--- src/hdl/sees_pkg.sv ---
// Package with the constants and types of the serial EEPROM command and status block.
`default_nettype none
package sees_pkg;
  localparam int unsigned WORD_BITS = 16;
  localparam int unsigned ADDR_BITS = 6;
  localparam int unsigned WORDS = 64;
  localparam int unsigned CMD_BITS = 8;
  // Bit counts within a field after the start bit, minus one, at which the field is complete.
  localparam logic [4:0] CMD_LAST = 5'h07;
  localparam logic [4:0] DATA_LAST = 5'h0f;
  localparam logic [1:0] OP_CTRL = 2'h0;
  localparam logic [1:0] OP_WRITE = 2'h1;
  localparam logic [1:0] OP_READ = 2'h2;
  localparam logic [1:0] OP_ERASE = 2'h3;
  // Upper two address bits that select a control command.
  localparam logic [1:0] SUB_WRITE_DISABLE = 2'h0;
  localparam logic [1:0] SUB_WRITE_ALL = 2'h1;
  localparam logic [1:0] SUB_ERASE_ALL = 2'h2;
  localparam logic [1:0] SUB_WRITE_ENABLE = 2'h3;
  localparam logic [15:0] ERASED_WORD = 16'hffff;
  localparam logic [15:0] RESET_WORD = 16'hffff;
  localparam int unsigned CLOCK_PERIOD_NS = 100;
  localparam int unsigned PROGRAM_CYCLE_TIME_NS = 10000000;
  localparam int unsigned PROGRAM_CYCLES = PROGRAM_CYCLE_TIME_NS / CLOCK_PERIOD_NS;
  typedef enum logic [2:0] {
    S_IDLE,
    S_CMD,
    S_DATA,
    S_READ,
    S_DONE,
    S_OVER
  } sees_state_t;
endpackage
`default_nettype wire
--- src/hdl/sees_core.sv ---
// Command decoder, self-timed programming and ready/busy status of a 64 by 16 serial EEPROM.
`default_nettype none
module sees_core #(
  parameter int unsigned PROG_CYCLES = sees_pkg::PROGRAM_CYCLES
) (
  // Clock and reset.
  input wire logic i_clock,
  input wire logic i_sys_rst,
  // Serial pins from the bus master.
  input wire logic i_chip_select,
  input wire logic i_serial_clock,
  input wire logic i_serial_in,
  // Serial data out, three-state.
  output logic o_serial_out,
  output logic o_serial_out_en
);
  if (PROG_CYCLES < 1) begin : g_check
    $error("PROG_CYCLES must be at least one");
  end

  logic cs_meta, cs_sync, cs_prev;
  logic sk_meta, sk_sync, sk_prev;
  logic di_meta, di_sync;
  sees_pkg::sees_state_t state_reg, state_next;
  logic [4:0] cnt_reg, cnt_next;
  logic [7:0] cmd_reg, cmd_next;
  logic [15:0] data_reg, data_next;
  logic [15:0] rd_reg, rd_next;
  logic wen_reg, busy_reg, status_reg, all_reg;
  logic dummy_reg;
  logic [5:0] paddr_reg;
  logic [15:0] pdata_reg;
  logic [31:0] pcnt_reg;
  logic [15:0] mem [sees_pkg::WORDS];

  // Synchronisers: the first stage is read only by the second.
  always_ff @(posedge i_clock) begin
    cs_meta <= i_chip_select;
    cs_sync <= cs_meta;
    cs_prev <= cs_sync;
    sk_meta <= i_serial_clock;
    sk_sync <= sk_meta;
    sk_prev <= sk_sync;
    di_meta <= i_serial_in;
    di_sync <= di_meta;
  end

  wire cs_fall = cs_prev & ~cs_sync;
  wire sk_rise = sk_sync & ~sk_prev & cs_sync;
  wire [1:0] op = cmd_reg[7:6];
  wire [1:0] sub = cmd_reg[5:4];
  wire [7:0] cmd_shift = {cmd_reg[6:0], di_sync};
  wire is_write = op == sees_pkg::OP_WRITE;
  wire is_erase = op == sees_pkg::OP_ERASE;
  wire is_ctrl = op == sees_pkg::OP_CTRL;
  wire is_wen = is_ctrl & (sub == sees_pkg::SUB_WRITE_ENABLE);
  wire is_wds = is_ctrl & (sub == sees_pkg::SUB_WRITE_DISABLE);
  wire is_wral = is_ctrl & (sub == sees_pkg::SUB_WRITE_ALL);
  wire is_erase_all_cmd = is_ctrl & (sub == sees_pkg::SUB_ERASE_ALL);
  wire needs_data = (cmd_shift[7:6] == sees_pkg::OP_WRITE) ||
    (cmd_shift[7:4] == {sees_pkg::OP_CTRL, sees_pkg::SUB_WRITE_ALL});
  // A program command counts only when it ended exactly on its last bit.
  wire execute = cs_fall & (state_reg == sees_pkg::S_DONE);
  wire prog_cmd = is_write | is_erase | is_wral | is_erase_all_cmd;
  wire prog_start = execute & prog_cmd & wen_reg & ~busy_reg;
  wire prog_end = busy_reg & (pcnt_reg == 32'h0);
  // Status is cleared by a start bit once ready; this same bit opens the command.
  wire start_bit = sk_rise & di_sync & (state_reg == sees_pkg::S_IDLE) & ~busy_reg;
  wire [15:0] mem_rd = mem[cmd_shift[5:0]];

  // Command shifter; all serial activity is ignored while programming runs.
  always_comb begin
    state_next = state_reg;
    cnt_next = cnt_reg;
    cmd_next = cmd_reg;
    data_next = data_reg;
    rd_next = rd_reg;
    if (!cs_sync || busy_reg) begin
      state_next = sees_pkg::S_IDLE;
    end else if (sk_rise) begin
      case (state_reg)
        sees_pkg::S_IDLE: begin
          if (di_sync) begin
            state_next = sees_pkg::S_CMD;
            cnt_next = 5'h00;
          end
        end
        sees_pkg::S_CMD: begin
          cmd_next = cmd_shift;
          cnt_next = cnt_reg + 5'h01;
          if (cnt_reg == sees_pkg::CMD_LAST) begin
            cnt_next = 5'h00;
            if (cmd_shift[7:6] == sees_pkg::OP_READ) begin
              state_next = sees_pkg::S_READ;
              rd_next = mem_rd;
            end else if (needs_data) begin
              state_next = sees_pkg::S_DATA;
            end else begin
              state_next = sees_pkg::S_DONE;
            end
          end
        end
        sees_pkg::S_DATA: begin
          data_next = {data_reg[14:0], di_sync};
          cnt_next = cnt_reg + 5'h01;
          if (cnt_reg == sees_pkg::DATA_LAST) begin
            state_next = sees_pkg::S_DONE;
          end
        end
        sees_pkg::S_READ: begin
          rd_next = dummy_reg ? rd_reg : {rd_reg[14:0], 1'b0};
        end
        sees_pkg::S_DONE: begin
          state_next = sees_pkg::S_OVER;
        end
        default: begin
          state_next = state_reg;
        end
      endcase
    end
  end

  // The read path leads with a zero bit, then shifts the word out most significant first.
  wire read_first = (state_reg == sees_pkg::S_CMD) & (state_next == sees_pkg::S_READ);
  // The zero bit stands until the next serial clock rise, so the host sees it for a whole bit time.
  wire dummy_next = read_first | (dummy_reg & (state_next == sees_pkg::S_READ) & ~sk_rise);
  wire do_en_next = cs_sync & (status_reg | (state_next == sees_pkg::S_READ));
  wire do_next = status_reg ? ~busy_reg : ((read_first | dummy_reg) ? 1'b0 : rd_reg[15]);

  always_ff @(posedge i_clock) begin
    if (i_sys_rst) begin
      state_reg <= sees_pkg::S_IDLE;
      cnt_reg <= 5'h00;
      cmd_reg <= 8'h00;
      data_reg <= 16'h0000;
      rd_reg <= 16'h0000;
      dummy_reg <= 1'b0;
      o_serial_out <= 1'b0;
      o_serial_out_en <= 1'b0;
    end else begin
      state_reg <= state_next;
      cnt_reg <= cnt_next;
      cmd_reg <= cmd_next;
      data_reg <= data_next;
      rd_reg <= (sk_rise && state_reg == sees_pkg::S_READ) ? rd_next :
        (read_first ? rd_next : rd_reg);
      dummy_reg <= dummy_next;
      o_serial_out <= do_next;
      o_serial_out_en <= do_en_next;
    end
  end

  // Write enable latch, taken on the select falling edge of a complete command.
  always_ff @(posedge i_clock) begin
    if (i_sys_rst) begin
      wen_reg <= 1'b0;
    end else if (execute && !busy_reg && is_wen) begin
      wen_reg <= 1'b1;
    end else if (execute && !busy_reg && is_wds) begin
      wen_reg <= 1'b0;
    end
  end

  // Self-timed programming; the counter stands in for the programming time.
  always_ff @(posedge i_clock) begin
    if (i_sys_rst) begin
      busy_reg <= 1'b0;
      status_reg <= 1'b0;
      all_reg <= 1'b0;
      paddr_reg <= 6'h00;
      pdata_reg <= 16'h0000;
      pcnt_reg <= 32'h0;
    end else begin
      if (prog_start) begin
        busy_reg <= 1'b1;
        status_reg <= 1'b1;
        all_reg <= is_wral | is_erase_all_cmd;
        paddr_reg <= cmd_reg[5:0];
        pdata_reg <= (is_erase || is_erase_all_cmd) ? sees_pkg::ERASED_WORD : data_reg;
        pcnt_reg <= PROG_CYCLES - 32'h1;
      end else if (busy_reg) begin
        pcnt_reg <= pcnt_reg - 32'h1;
        if (prog_end) begin
          busy_reg <= 1'b0;
        end
      end else if (start_bit) begin
        status_reg <= 1'b0;
      end
    end
  end

  // Array update at the end of the programming time; the stored words survive reset.
  always_ff @(posedge i_clock) begin
    for (int i = 0; i < sees_pkg::WORDS; i++) begin
      if (prog_end && (all_reg || paddr_reg == 6'(i))) begin
        mem[i] <= pdata_reg;
      end
    end
  end

  a_do_float_low: assert property (@(posedge i_clock) disable iff (i_sys_rst)
    !cs_sync |=> !o_serial_out_en)
    else $error("data out driven while select low");
  a_erase_word_ones: assert property (@(posedge i_clock) disable iff (i_sys_rst)
    prog_end && !all_reg && pdata_reg == sees_pkg::ERASED_WORD |=> mem[paddr_reg] == 16'hffff)
    else $error("erased word not all ones");
  a_erase_all_ones: assert property (@(posedge i_clock) disable iff (i_sys_rst)
    prog_end && all_reg && pdata_reg == sees_pkg::ERASED_WORD |=> mem[0] == 16'hffff && mem[63] == 16'hffff)
    else $error("erase all left a word not all ones");
  a_start_on_fall: assert property (@(posedge i_clock) disable iff (i_sys_rst)
    $rose(busy_reg) |-> $past(cs_fall) && $past(state_reg) == sees_pkg::S_DONE)
    else $error("programming started without select falling edge");
  a_busy_holds: assert property (@(posedge i_clock) disable iff (i_sys_rst)
    busy_reg && pcnt_reg != 32'h0 |=> busy_reg)
    else $error("busy dropped before programming time ended");
  a_select_toggle_safe: assert property (@(posedge i_clock) disable iff (i_sys_rst)
    busy_reg && pcnt_reg != 32'h0 && (cs_fall || sk_rise) |=> busy_reg && $past(pcnt_reg) - 32'h1 == pcnt_reg)
    else $error("select activity disturbed programming");
  a_busy_shows_low: assert property (@(posedge i_clock) disable iff (i_sys_rst)
    cs_sync && status_reg && busy_reg && !prog_end ##1 busy_reg |-> o_serial_out_en && !o_serial_out)
    else $error("busy not shown as low");
  a_ready_shows_high: assert property (@(posedge i_clock) disable iff (i_sys_rst)
    cs_sync && status_reg && !busy_reg && !start_bit |=> o_serial_out_en && o_serial_out)
    else $error("ready not shown as high");
  a_start_clears: assert property (@(posedge i_clock) disable iff (i_sys_rst)
    status_reg && start_bit |=> !status_reg ##1 !o_serial_out_en)
    else $error("start bit did not clear ready status");
  a_enable_gates: assert property (@(posedge i_clock) disable iff (i_sys_rst)
    $rose(busy_reg) |-> $past(wen_reg))
    else $error("programming without write enable");
  a_ctrl_decode: assert property (@(posedge i_clock) disable iff (i_sys_rst)
    execute && !busy_reg && is_wds |=> !wen_reg)
    else $error("write disable not decoded");
endmodule
`default_nettype wire

--- config.mk ---
export PLATFORM = sky130hd
export DESIGN_NAME = sees_core
export DESIGN_NICKNAME = d
export VERILOG_FILES = /design/src/hdl/sees_pkg.sv /design/src/hdl/sees_core.sv
export SDC_FILE = /design/constraint.sdc
export NUM_CORES = 1
export LEC_CHECK = 0
export BUFFER_PORTS_ARGS = -buffer_cell sky130_fd_sc_hd__buf_2
export CAP_MARGIN = 5
export CORE_MARGIN = 10
export CORE_UTILIZATION = 65
export DETAILED_ROUTE_END_ITERATION = 8
export GPL_TIMING_DRIVEN = 0
export HOLD_SLACK_MARGIN = 0.15
export PLACE_DENSITY = 0.87
export SYNTH_ARGS = -nofsm -noshare
export SYNTH_HDL_FRONTEND = slang
export SYNTH_SLANG_ARGS = --single-unit
--- constraint.sdc ---
create_clock -name i_clock -period 9.32 [get_ports i_clock]
set_input_delay 0.466 -clock i_clock [delete_from_list [all_inputs] [get_ports i_clock]]
set_output_delay 0.466 -clock i_clock [all_outputs]
set_load 0.01 [all_outputs]
==> results by group <==
GRT
  – Global-route wire length before repair: 186 mm
  – Vias in the first global route: around 25000
  – Total grt overflow: 0
  – Largest net degree at the start of global routing: 66
  – Initial antenna violation count: 5
  – GRT Util Overall: 33.7%

STA
  – Sum Neg Setup Slack: 0 ps
  – F_max: 199 MHz
  – Slew headroom: less than 1%
  – Clock period minus final worst setup slack: roughly 5000 ps
  – RSZ-0062 raised after global routing: false
  – Number of setup violations in the final report: 0
  – Final WS setup: between 4000 and 5000 ps
  – Final period util: 53.9%
  – Final hold vios: 0
  – Worst Hold Slack: approximately 220 ps
  – Clk_skew: 25.8 ps
  – Slew @ Worst Pin: ~1500 ps
  – Max Transition Viols Final: 0

Place
  – Placed cells: 3219
  – Detailed placer's ending HPWL: 81.5 mm
  – IO Port Bufs: 6
  – Routability congestion estimate: roughly 0.99
  – Place WS: ~4900 ps
  – Area after DPL: 46900 µm²

Worst setup path
  – CP endpoint kind: flip-flop
  – Critical path cell sequence: clkbuf_1, clkbuf_1, buf_1, buf_1, mux4_2, mux2i_1, a21oi_1, a22oi_1, nand3_1, o2111ai_1, a21oi_1
  – Worst-path fanout max: 10
  – Setup slack, reg-to-reg: 4290 ps
  – Critical path launch point type: flip-flop
  – Crit path DAT: between 5000 and 6000 ps
  – Critical path's largest stage delay: 900 ps
  – CP required: 9910 ps
  – Worst r2r dst: rd_reg[8]$_SDFFE_PP0P_
  – Worst path slowest cell: buf_1
  – CP delay by family, top: buffers and inverters
  – R2R cell count: 11
  – Worst r2r src: cmd_reg[0]$_SDFFE_PP0P_
  – Buf/Inv on CP: 4
  – Critical path class: flip-flop to flip-flop

Logic synthesis
  – Synth cell types: 56
  – Main flop type after synthesis: edfxtp_1
  – FF+latch count, synth: 1141
  – Top post-synthesis cells by area: edfxtp_1, mux4_2, dfxtp_1
  – Share of Yosys cell area claimed by the top area cell type: 69.5%
  – Synth Warn #: 0
  – EDFF count, synth: just over 1000
  – Most common cell in the netlist: edfxtp_1
  – Mapped Area: around 44000 µm²
  – Post-synthesis instance total: 2261
  – Register area share after synthesis: 74.8%
  – Dominant cell type by area after synthesis: edfxtp_1
  – List of most frequent post-synthesis cells: edfxtp_1, mux4_2, a21oi_1
  – Ys async rst share: 0%
  – Synthesized Nets: 2269
  – Synth Area per Inst: 19.6 µm²

Clock tree
  – Clk_lat worst skew: between 600 and 700 ps
  – Total CTS buffers: 106
  – CTS resizes: 0
  – Setup Buffers After CTS: 0
  – CTS Buffer Depth: 3
  – H-tree depth: 3
  – Clock sink total: 1141
  – CTS tree: done
  – Clock transition at path regs: 60 ps
  – Clk root buf: clkbuf_16

Flow run
  – Max-cap viol count: 1

Min path
  – HP Start: i_sys_rst
  – Hold Path Class: primary input to flip-flop
  – Hold Crit Depth: 4
  – Hold endpoint: pcnt_reg[5]$_SDFFE_PP0P_

Cells and area
  – Fin cells: 3421
  – Filler cells: 3475
  – Largest register FFs: between 1000 and 1500
  – Final net count: ~2500
  – Design area: 50400 µm²
  – Synth-to-Final Area Change: 13.9%
  – Share of cells above drive strength 1: 26.2%
  – Final Util: 74.9%

Power
  – Total power per unit cell area: between 150 and 200 nW/µm²
  – Leakage dissipation: around 13 nW
  – Final Power: 9.98 mW
  – Maximum VDD drop: around 0.18 mV

Die
  – Initial core utilization: 65.8%
  – Core box area: around 67000 µm²
  – Die Ht: 281 µm
  – Width of the die: 281 µm
  – Num ports: 7
  – Rows: 95
  – DIE AREA: 78900 µm²

Drt
  – ANT nets after route: 0
  – Total Wirelength: 131 mm
  – Post-DR vias/cell: between 7 and 8
  – Total number of vias: 25700
  – Average wire per standard cell: 38.3 µm
  – # DRC: 0
  – DRT iter0 DRCs: 4630
  – DR pass1 iterations: 7

Outcome
  – Outcome: complete, but fails checks
  – Failing checks: capacitance limit
final cells by class:
cell class,count,area (µm²),area share (%)
multi-input combinational,967,10700,21.1
clock inverter,68,704,1.40
inverter,9,33.8,0.0670
buffer,144,614,1.22
tap,873,1090,2.17
sequential,1141,33100,65.7
antenna,1,2.50,0.00496
clock buffer,129,2760,5.47
timing repair buffer,89,1430,2.83
worst max-delay path by stage:
stage | start | to | slack [ps] | cells after the start
after floorplan | pcnt_reg[9]$_SDFFE_PP0P_ | mem[11][0]$_DFFE_PP_ | 5770 | 8
after global placement | busy_reg$_SDFF_PP0_ | mem[31][7]$_DFFE_PP_ | 4530 | 9
after detailed placement | cmd_reg[0]$_SDFFE_PP0P_ | rd_reg[15]$_SDFFE_PP0P_ | 4920 | 11
after CTS | cmd_reg[0]$_SDFFE_PP0P_ | rd_reg[15]$_SDFFE_PP0P_ | 4780 | 11
after global routing | cmd_reg[0]$_SDFFE_PP0P_ | rd_reg[8]$_SDFFE_PP0P_ | 4260 | 11
final | cmd_reg[0]$_SDFFE_PP0P_ | rd_reg[8]$_SDFFE_PP0P_ | 4290 | 11
repair_timing:
action	in CTS	in global routing
hold endpoints to repair	3	0
endpoints found under the setup margin	0	0
hold buffers	3	0
power by group:
part | switching [mW] | leakage (nW) | internal (mW)
clock network | 1.92 | 1.69 | 2.47
registers | 0.00182 | 8.01 | 5.49
logic | 0.0681 | 2.94 | 0.0354
total | 1.99 | 12.6 | 8.00
metal layers:
| layer | share of wire, % | track usage [%] |
|---|---|---|
| met5 | 0.0099 | 0 |
| met4 | 6.8 | 18.2 |
| met3 | 14 | 10.2 |
| met2 | 48 | 54.1 |
| met1 | 31 | 41.0 |
worst min-delay path, cell delays in order:
cell and delay, ps:
buf_2 110, inv_1 60, nand2_1 160, nor2_1 70
layout by cell type (no fill, tap or decap), drive strengths merged, types with 23 or more instances in the layout:
master / n
clkinv: 47
nand2: 79
edfxtp: 1024
buf: 139
nor2: 124
mux4: 288
mux2i: 32
nand3: 24
o221ai: 23
o21ai: 36
dfxtp: 117
a21oi: 142
clkbuf: 220
nor3: 28
kinds of logic after synthesis:
kind of cell / share of synthesized area (%)
DFF: 74.8
and+or+nand+nor: 3.43
muxes: 15.4
AOI/OAI and AO/OA: 4.28
buffers and inverters: 1.46
xor gates and xnor gates: 0.554
adders and majority gates: 0.0849
(Power assumes the default switching activity.)
